$ cat config.mk
export PLATFORM = sky130hd
export DESIGN_NAME = pin_change_irq_ports_e_f
export DESIGN_NICKNAME = d
export VERILOG_FILES = /design/src/pin_change_pkg.sv /design/src/pin_change_detect.sv /design/src/pin_change_irq_ports_e_f.sv
export SDC_FILE = /design/constraint.sdc
export NUM_CORES = 1
export LEC_CHECK = 0
export BUFFER_PORTS_ARGS = -buffer_cell sky130_fd_sc_hd__buf_2
export CAP_MARGIN = 20
export CORE_MARGIN = 10
export CORE_UTILIZATION = 45
export DETAILED_ROUTE_END_ITERATION = 6
export SYNTH_ARGS = -nofsm -noshare
export SYNTH_HDL_FRONTEND = slang
export SYNTH_HIERARCHICAL = 1
export SYNTH_SLANG_ARGS = --single-unit
$ cat constraint.sdc
create_clock -name clk -period 3.46 [get_ports clk]
set_clock_uncertainty 0.15 [all_clocks]
set_input_delay 0.692 -clock clk [delete_from_list [all_inputs] [get_ports clk]]
set_output_delay 0.692 -clock clk [all_outputs]
set_load 0.005 [all_outputs]
$ cat src/pin_change_pkg.sv
// constants shared by the port E/F pin-change interrupt block
`default_nettype none

package pin_change_pkg;

	// ==========================================================
	// register addresses
	localparam logic [7:0] PORT_E_MASK_ADDR = 8'h73;
	localparam logic [7:0] PORT_F_MASK_ADDR = 8'h74;
	localparam logic [7:0] FLAG_ADDR = 8'h75;
	localparam logic [7:0] GROUP_EN_ADDR = 8'h76;
	localparam logic [7:0] LEVEL_E_ADDR = 8'h77;
	localparam logic [7:0] LEVEL_F_ADDR = 8'h78;

	// ==========================================================
	// field positions (flag and group enable share one layout)
	localparam int unsigned PORT_E_BIT = 0;
	localparam int unsigned PORT_F_BIT = 1;

	// ==========================================================
	// reset values
	localparam logic [7:0] MASK_RESET = 8'h00;
	localparam logic [1:0] FLAG_RESET = 2'h0;
	localparam logic [1:0] GROUP_EN_RESET = 2'h0;
	localparam logic [7:0] RDATA_IDLE = 8'h00;

	// ==========================================================
	// timing: edges after reset release before change outputs are trusted
	localparam logic [1:0] PRIME_RESET = 2'h0;
	localparam logic [1:0] PRIME_DONE = 2'h3;
	localparam logic [1:0] PRIME_STEP = 2'h1;

endpackage

`default_nettype wire

$ cat src/pin_change_detect.sv
// per-pin synchroniser and level-change detector for one 8-pin port
`timescale 1ns/10ps
`default_nettype none

module pin_change_detect (
	input wire logic clk, // system clock
	input wire logic nrst, // asynchronous reset, active low
	input wire logic [7:0] pins, // raw port pins
	output logic [7:0] level, // synchronised pin levels
	output logic [7:0] change // one-cycle pulse per pin that changed
);

	// ==========================================================
	// state
	typedef struct packed {
		logic [7:0] meta;
		logic [7:0] sync;
		logic [7:0] prev;
		logic [7:0] chg;
		logic [1:0] prime;
	} det_t;

	det_t s_q;
	det_t s_d;

	// ==========================================================
	// next state
	always_comb begin
		s_d = s_q;
		s_d.meta = pins;
		s_d.sync = s_q.meta;
		s_d.prev = s_q.sync;
		// both edges count; history is not trusted right after reset
		if (s_q.prime == pin_change_pkg::PRIME_DONE) begin
			s_d.chg = s_q.sync ^ s_q.prev;
		end else begin
			s_d.chg = 8'h00;
			s_d.prime = s_q.prime + pin_change_pkg::PRIME_STEP;
		end
	end

	always_ff @(posedge clk or negedge nrst) begin
		if (!nrst) begin
			s_q.meta <= 8'h00;
			s_q.sync <= 8'h00;
			s_q.prev <= 8'h00;
			s_q.chg <= 8'h00;
			s_q.prime <= pin_change_pkg::PRIME_RESET;
		end else begin
			s_q <= s_d;
		end
	end

	assign level = s_q.sync;
	assign change = s_q.chg;
endmodule // pin_change_detect

`default_nettype wire

$ cat src/pin_change_irq_ports_e_f.sv
// pin-change mask, flag and interrupt logic for ports E and F
//
// Contract
// - port E mask at 0x73, reset zero
// - port F mask at 0x74, reset zero
// - enabled port E pin change sets flag
// - port E irq needs flag, group, global
// - enabled port F pin change sets flag
// - port F irq needs flag, group, global
// - masked pins never affect flag or irq
`timescale 1ns/10ps
`default_nettype none

module pin_change_irq_ports_e_f (
	input wire logic clk, // system clock, 25 MHz
	input wire logic nrst, // asynchronous reset, active low
	input wire logic [7:0] addr, // register address
	input wire logic [7:0] wdata, // write data
	input wire logic wr, // write strobe
	input wire logic rd, // read strobe
	output logic [7:0] rdata, // read data, cycle after rd
	input wire logic [7:0] port_e_pins, // port E pins
	input wire logic [7:0] port_f_pins, // port F pins
	input wire logic global_irq_enable, // CPU global interrupt enable
	output logic port_e_change_irq, // port E interrupt request
	output logic port_f_change_irq, // port F interrupt request
	output logic irq // any flag set whose group enable is set
);

	// ==========================================================
	// state
	typedef struct packed {
		logic [7:0] port_e_change_mask;
		logic [7:0] port_f_change_mask;
		logic [1:0] change_flag;
		logic [1:0] group_enable;
		logic [7:0] rdata;
	} ctl_t;

	ctl_t c_q;
	ctl_t c_d;

	logic [7:0] level_e;
	logic [7:0] level_f;
	logic [7:0] change_e;
	logic [7:0] change_f;
	logic wr_mask_e;
	logic wr_mask_f;
	logic wr_flag;
	logic wr_group;
	logic [1:0] clear;
	logic set_e;
	logic set_f;

	// ==========================================================
	// decode helpers
	function automatic logic addr_hit(input logic [7:0] a, input logic [7:0] off);
		addr_hit = (a == off);
	endfunction

	function automatic logic [7:0] read_mux(
		input logic [7:0] a,
		input ctl_t c,
		input logic [7:0] lvl_e,
		input logic [7:0] lvl_f
	);
		logic [7:0] v;
		v = 8'h00;
		case (a)
			pin_change_pkg::PORT_E_MASK_ADDR: v = c.port_e_change_mask;
			pin_change_pkg::PORT_F_MASK_ADDR: v = c.port_f_change_mask;
			pin_change_pkg::FLAG_ADDR: v = {6'h00, c.change_flag};
			pin_change_pkg::GROUP_EN_ADDR: v = {6'h00, c.group_enable};
			pin_change_pkg::LEVEL_E_ADDR: v = lvl_e;
			pin_change_pkg::LEVEL_F_ADDR: v = lvl_f;
			default: v = 8'h00;
		endcase
		read_mux = v;
	endfunction

	// ==========================================================
	// pin watchers
	pin_change_detect det_e (
		.clk(clk),
		.nrst(nrst),
		.pins(port_e_pins),
		.level(level_e),
		.change(change_e)
	);

	pin_change_detect det_f (
		.clk(clk),
		.nrst(nrst),
		.pins(port_f_pins),
		.level(level_f),
		.change(change_f)
	);

	// ==========================================================
	// register writes and flag events
	assign wr_mask_e = wr && addr_hit(addr, pin_change_pkg::PORT_E_MASK_ADDR);
	assign wr_mask_f = wr && addr_hit(addr, pin_change_pkg::PORT_F_MASK_ADDR);
	assign wr_flag = wr && addr_hit(addr, pin_change_pkg::FLAG_ADDR);
	assign wr_group = wr && addr_hit(addr, pin_change_pkg::GROUP_EN_ADDR);
	assign clear = wr_flag ? wdata[1:0] : 2'h0;

	// a masked pin is dropped here, before it can reach a flag
	assign set_e = |(change_e & c_q.port_e_change_mask);
	assign set_f = |(change_f & c_q.port_f_change_mask);

	always_comb begin
		c_d = c_q;
		if (wr_mask_e) begin
			c_d.port_e_change_mask = wdata;
		end
		if (wr_mask_f) begin
			c_d.port_f_change_mask = wdata;
		end
		if (wr_group) begin
			c_d.group_enable = wdata[1:0];
		end
		// set beats a simultaneous write-one-to-clear so no event is lost
		c_d.change_flag[pin_change_pkg::PORT_E_BIT] =
			(c_q.change_flag[pin_change_pkg::PORT_E_BIT]
			& ~clear[pin_change_pkg::PORT_E_BIT]) | set_e;
		c_d.change_flag[pin_change_pkg::PORT_F_BIT] =
			(c_q.change_flag[pin_change_pkg::PORT_F_BIT]
			& ~clear[pin_change_pkg::PORT_F_BIT]) | set_f;
		// read data stand for exactly one cycle
		if (rd) begin
			c_d.rdata = read_mux(addr, c_q, level_e, level_f);
		end else begin
			c_d.rdata = pin_change_pkg::RDATA_IDLE;
		end
	end

	always_ff @(posedge clk or negedge nrst) begin
		if (!nrst) begin
			c_q.port_e_change_mask <= pin_change_pkg::MASK_RESET;
			c_q.port_f_change_mask <= pin_change_pkg::MASK_RESET;
			c_q.change_flag <= pin_change_pkg::FLAG_RESET;
			c_q.group_enable <= pin_change_pkg::GROUP_EN_RESET;
			c_q.rdata <= pin_change_pkg::RDATA_IDLE;
		end else begin
			c_q <= c_d;
		end
	end

	// ==========================================================
	// outputs
	assign rdata = c_q.rdata;

	assign port_e_change_irq = c_q.change_flag[pin_change_pkg::PORT_E_BIT]
		& c_q.group_enable[pin_change_pkg::PORT_E_BIT]
		& global_irq_enable;
	assign port_f_change_irq = c_q.change_flag[pin_change_pkg::PORT_F_BIT]
		& c_q.group_enable[pin_change_pkg::PORT_F_BIT]
		& global_irq_enable;

	// summary line ignores the global enable; the CPU gates it itself
	assign irq = |(c_q.change_flag & c_q.group_enable);
endmodule // pin_change_irq_ports_e_f

`default_nettype wire

==> out/summary.md <==
- initial antenna violation count: 0
- TritonCTS clock tree: built
- post-synthesis sequential element count: 96
- category of the most critical setup path: primary input to register
- placement row count: 33
- fraction of the cycle the final worst path needs: 0.581
- routed len/inst: 17.0 um
- layout overhead on the synthesized area: 5.73%
- critical path peak fanout: 8
- clock network latency to the later pin of the worst-skew pair: 350 ps
- number of cells upsized or downsized after cts: 0
- cell depth of the worst flop-to-flop path: 4
- Leak Pwr: 0.00190 uW
- leading registers by flop count: c_q x20, det_e/s_q x10, det_f/s_q x10
- Reg-to-Reg End: c_q[11]$_DFF_PN0_
- minimum clock period: 2010 ps
- unrepaired setup endpoints after global routing: no
- register name with the most flops: c_q
- WP data arrival: 2100 ps
- number of global-route vias before repair: 2174
- required time of the worst setup path: 3550 ps
- VDD IR-drop max: 197 uV
- transition time of the tightest slew-check pin: 662 ps
- First DRT Iteration DRCs: 60
- post-route DRC violation count: 0
- CTS root buffer: sky130_fd_sc_hd__clkbuf_8
- post-route cell area: 0.00406 mm2
- max-slew headroom at the worst pin: 0.559
- worst hold path type: register to register
- number of pins with negative max-slew slack in the final report: 0
- area fraction in and, or, nand and nor cells after synthesis: 0.0792
- residual antenna-violating net count after detailed routing: 0
- Post-CTS Setup Repair Bufs: 0
- minimum setup slack in the final design: 1450 ps
- Post-Synthesis Cells: 275
- main combinational cell family by area after synthesis: buffers and inverters
- share of synthesized area spent on multiplexers: 0.0762
- Reg2Reg Launch Point: c_q[14]$_DFFE_PN0P_
- buffers added on ports: 47
- DRT Pass-1 Iters: 4
- placed cell areas: 0.00387 mm2
- highest cell delay on the worst timing path: 440 ps
- post-synthesis compound-gate area fraction: 0.0707
- standard cell core area: 0.00826 mm2
- Initial Utilization: 0.465
- post-DR vias/cell: 4.95
- outcome: finished, final reports clean
- count of H-tree levels built during CTS: 3
- max-cap violation count: 0
- Post-synth EDFFs: 0
- startpoint types: primary input
- fraction of synthesized cell area in xor and xnor cells: 0.0410
- Setup Total Neg Slack: 0 ps
- adder and majority gate portion of the synthesized area: 0.0130
- Clock Sinks: 96
- CP endpoint: c_q[21]$_DFFE_PN0P_
- number of nets in the synthesized netlist: 316
- slowest library cell on the worst path: sky130_fd_sc_hd__and3_1
- global route overflow: 0
- average size of a mapped cell: 14.0 um2
- Total GRT Usage: 0.112
- detailed-route via count: 1967
- area enclosed by the die boundary: 0.0126 mm2
- endpoints failing hold: 0
- max reg flops: 20
- number of diodes added for antenna fixing: 0
- crit end category: register
- Clock transition at path regs: 80 ps
- setup slack on the worst flop-to-flop path: 1950 ps
- Primary FF master, synth: sky130_fd_sc_hd__dfrtp_1
- routability-driven placement congestion ratio: 0.843
- number of cells traversed by the worst hold path: 0
- Synth Cell Area: 0.00384 mm2
- asr flop ratio synth: 1.00
- Bufs on Longest Clock Path: 2
- final setup violation count: 0
- cell breakdown of the critical path: buf_2, nand4b_1, nor3_2, and3_1, mux2_2
- global-route wire length before repair: 11.3 mm
- synth warn: 6
- post-detail-place hpwl: 5.01 mm
- die outline width: 112 um
- maximum number of pins on one net before global-route repair: 56
- portion of the post-synthesis area used by sequential elements: 0.625
- number of buffers created by CTS: 9
- total placed cells including tap cells: 382
- number of hold-repair buffers added at the cts stage: 0
- Final Hold Slack: 202 ps
- Post-Place Worst Slack: 1110 ps
- Pwr Density: 505 mW/mm2
- final std cells w/o fill: 397
- count of different cell masters after synthesis: 38
- Total Nets Final: 329
- Top-Level Pins: 48
- fraction of final layout cells sized beyond drive strength 1: 0.308
- final routed wirelength across all metal layers: 6.77 mm
- vertical die dimension: 112 um
- Critical Path Source: addr[7]
- highest clock rate: 497 MHz
==> worst min path at each step <==
stage | startpoint | end | slack, ps
4_1_cts | det_e/s_d[24]$_DFF_PN0_ | det_e/level[6]$_DFF_PN0_ | 200
3_5_place_dp | det_e/s_d[24]$_DFF_PN0_ | det_e/level[6]$_DFF_PN0_ | 180
3_3_place_gp | det_f/s_d[24]$_DFF_PN0_ | det_f/level[6]$_DFF_PN0_ | 180
5_1_grt | det_f/s_d[21]$_DFF_PN0_ | det_f/level[3]$_DFF_PN0_ | 210
6_report | det_e/s_d[24]$_DFF_PN0_ | det_e/level[6]$_DFF_PN0_ | 200
2_1_floorplan | det_e/s_d[18]$_DFF_PN0_ | det_e/level[0]$_DFF_PN0_ | 180
==> power breakdown <==
group | leakage, uW | total (uW) | switching (uW) | internal (uW)
clock network | 0.0000904 | 711 | 363 | 348
registers | 0.00116 | 1210 | 33.7 | 1180
logic | 0.000648 | 127 | 66.4 | 61.1
==> synth_stat cells (2+ instances only) <==
master,n,area share
sky130_fd_sc_hd__nand3_1,4,0.0052
sky130_fd_sc_hd__dfrtp_1,96,0.63
sky130_fd_sc_hd__nor3_1,3,0.0039
sky130_fd_sc_hd__xor2_1,16,0.036
sky130_fd_sc_hd__buf_6,3,0.0088
sky130_fd_sc_hd__and2_1,17,0.028
sky130_fd_sc_hd__and3_1,3,0.0049
sky130_fd_sc_hd__nor2_1,5,0.0049
sky130_fd_sc_hd__mux2_1,6,0.018
sky130_fd_sc_hd__buf_4,42,0.082
sky130_fd_sc_hd__a22o_2,3,0.0078
sky130_fd_sc_hd__mux2i_1,3,0.0078
sky130_fd_sc_hd__a21o_1,2,0.0039
sky130_fd_sc_hd__nand2_1,6,0.0059
sky130_fd_sc_hd__a22o_1,7,0.016
sky130_fd_sc_hd__a21oi_1,6,0.0078
sky130_fd_sc_hd__a22oi_1,10,0.020
sky130_fd_sc_hd__a221oi_1,4,0.0091
sky130_fd_sc_hd__mux2_2,12,0.035
sky130_fd_sc_hd__mux2_4,4,0.016
sky130_fd_sc_hd__xnor2_1,2,0.0046
sky130_fd_sc_hd__ha_1,4,0.013
sky130_fd_sc_hd__buf_2,2,0.0026
==> layout make-up <==
class | count | area [um2]
fillers | 746 | 4200
flip-flops and latches | 96 | 2400
multi-input cells | 131 | 1080
repair buffers | 49 | 253
clock buffers | 10 | 138
well taps | 105 | 131
clock inverters | 5 | 57.6
inverters | 1 | 3.75
==> metrics by stage <==
step | utilization | power (uW)
final | 0.492 | 2050
after detailed placement | 0.468 | 1370
after CTS | 0.492 | 2080
after global placement | 0.468 | 1360
after floorplan | - | 1330
after global routing | 0.492 | 2160
==> per-layer routing <==
| layer | share of wire | GRT usage | vias up |
|---|---|---|---|
| li1 | - | - | 923 |
| met1 | 0.47 | 0.146 | 969 |
| met2 | 0.46 | 0.168 | 61 |
| met3 | 0.059 | 0.0367 | 14 |
| met4 | 0.018 | 0.0465 | 0 |
| met5 | 0 | 0 | - |
==> kinds of logic (layout without fill, tap and decap cells) <==
kind of cell | after synthesis | in the layout
fa+ha+maj | 4 | 4
compound gates | 35 | 35
flops | 96 | 96
xor+xnor | 18 | 18
simple gates | 49 | 49
mux | 25 | 25
buf+inv | 48 | 65
==> placed cells by master, fill, tap and decap left out, drive strengths merged, types with 4 or more instances in the layout <==
| cell type | synthesis | layout |
|---|---|---|
| nand2 | 6 | 6 |
| a21oi | 6 | 6 |
| xor2 | 16 | 16 |
| nand3 | 4 | 4 |
| buf | 47 | 49 |
| nor2 | 5 | 5 |
| a22o | 10 | 10 |
| clkbuf | 0 | 10 |
| mux2 | 22 | 22 |
| ha | 4 | 4 |
| dfrtp | 96 | 96 |
| a221oi | 4 | 4 |
| a22oi | 10 | 10 |
| nor3 | 4 | 4 |
| and2 | 18 | 18 |
| and3 | 5 | 5 |
==> worst max-delay path: cells and delay by family <==
family,cells,cell delay [ps]
buffers and inverters,1,100
multiplexers,1,380
AND/OR/NAND/NOR,3,930
Power figures use the tool's default switching activity.
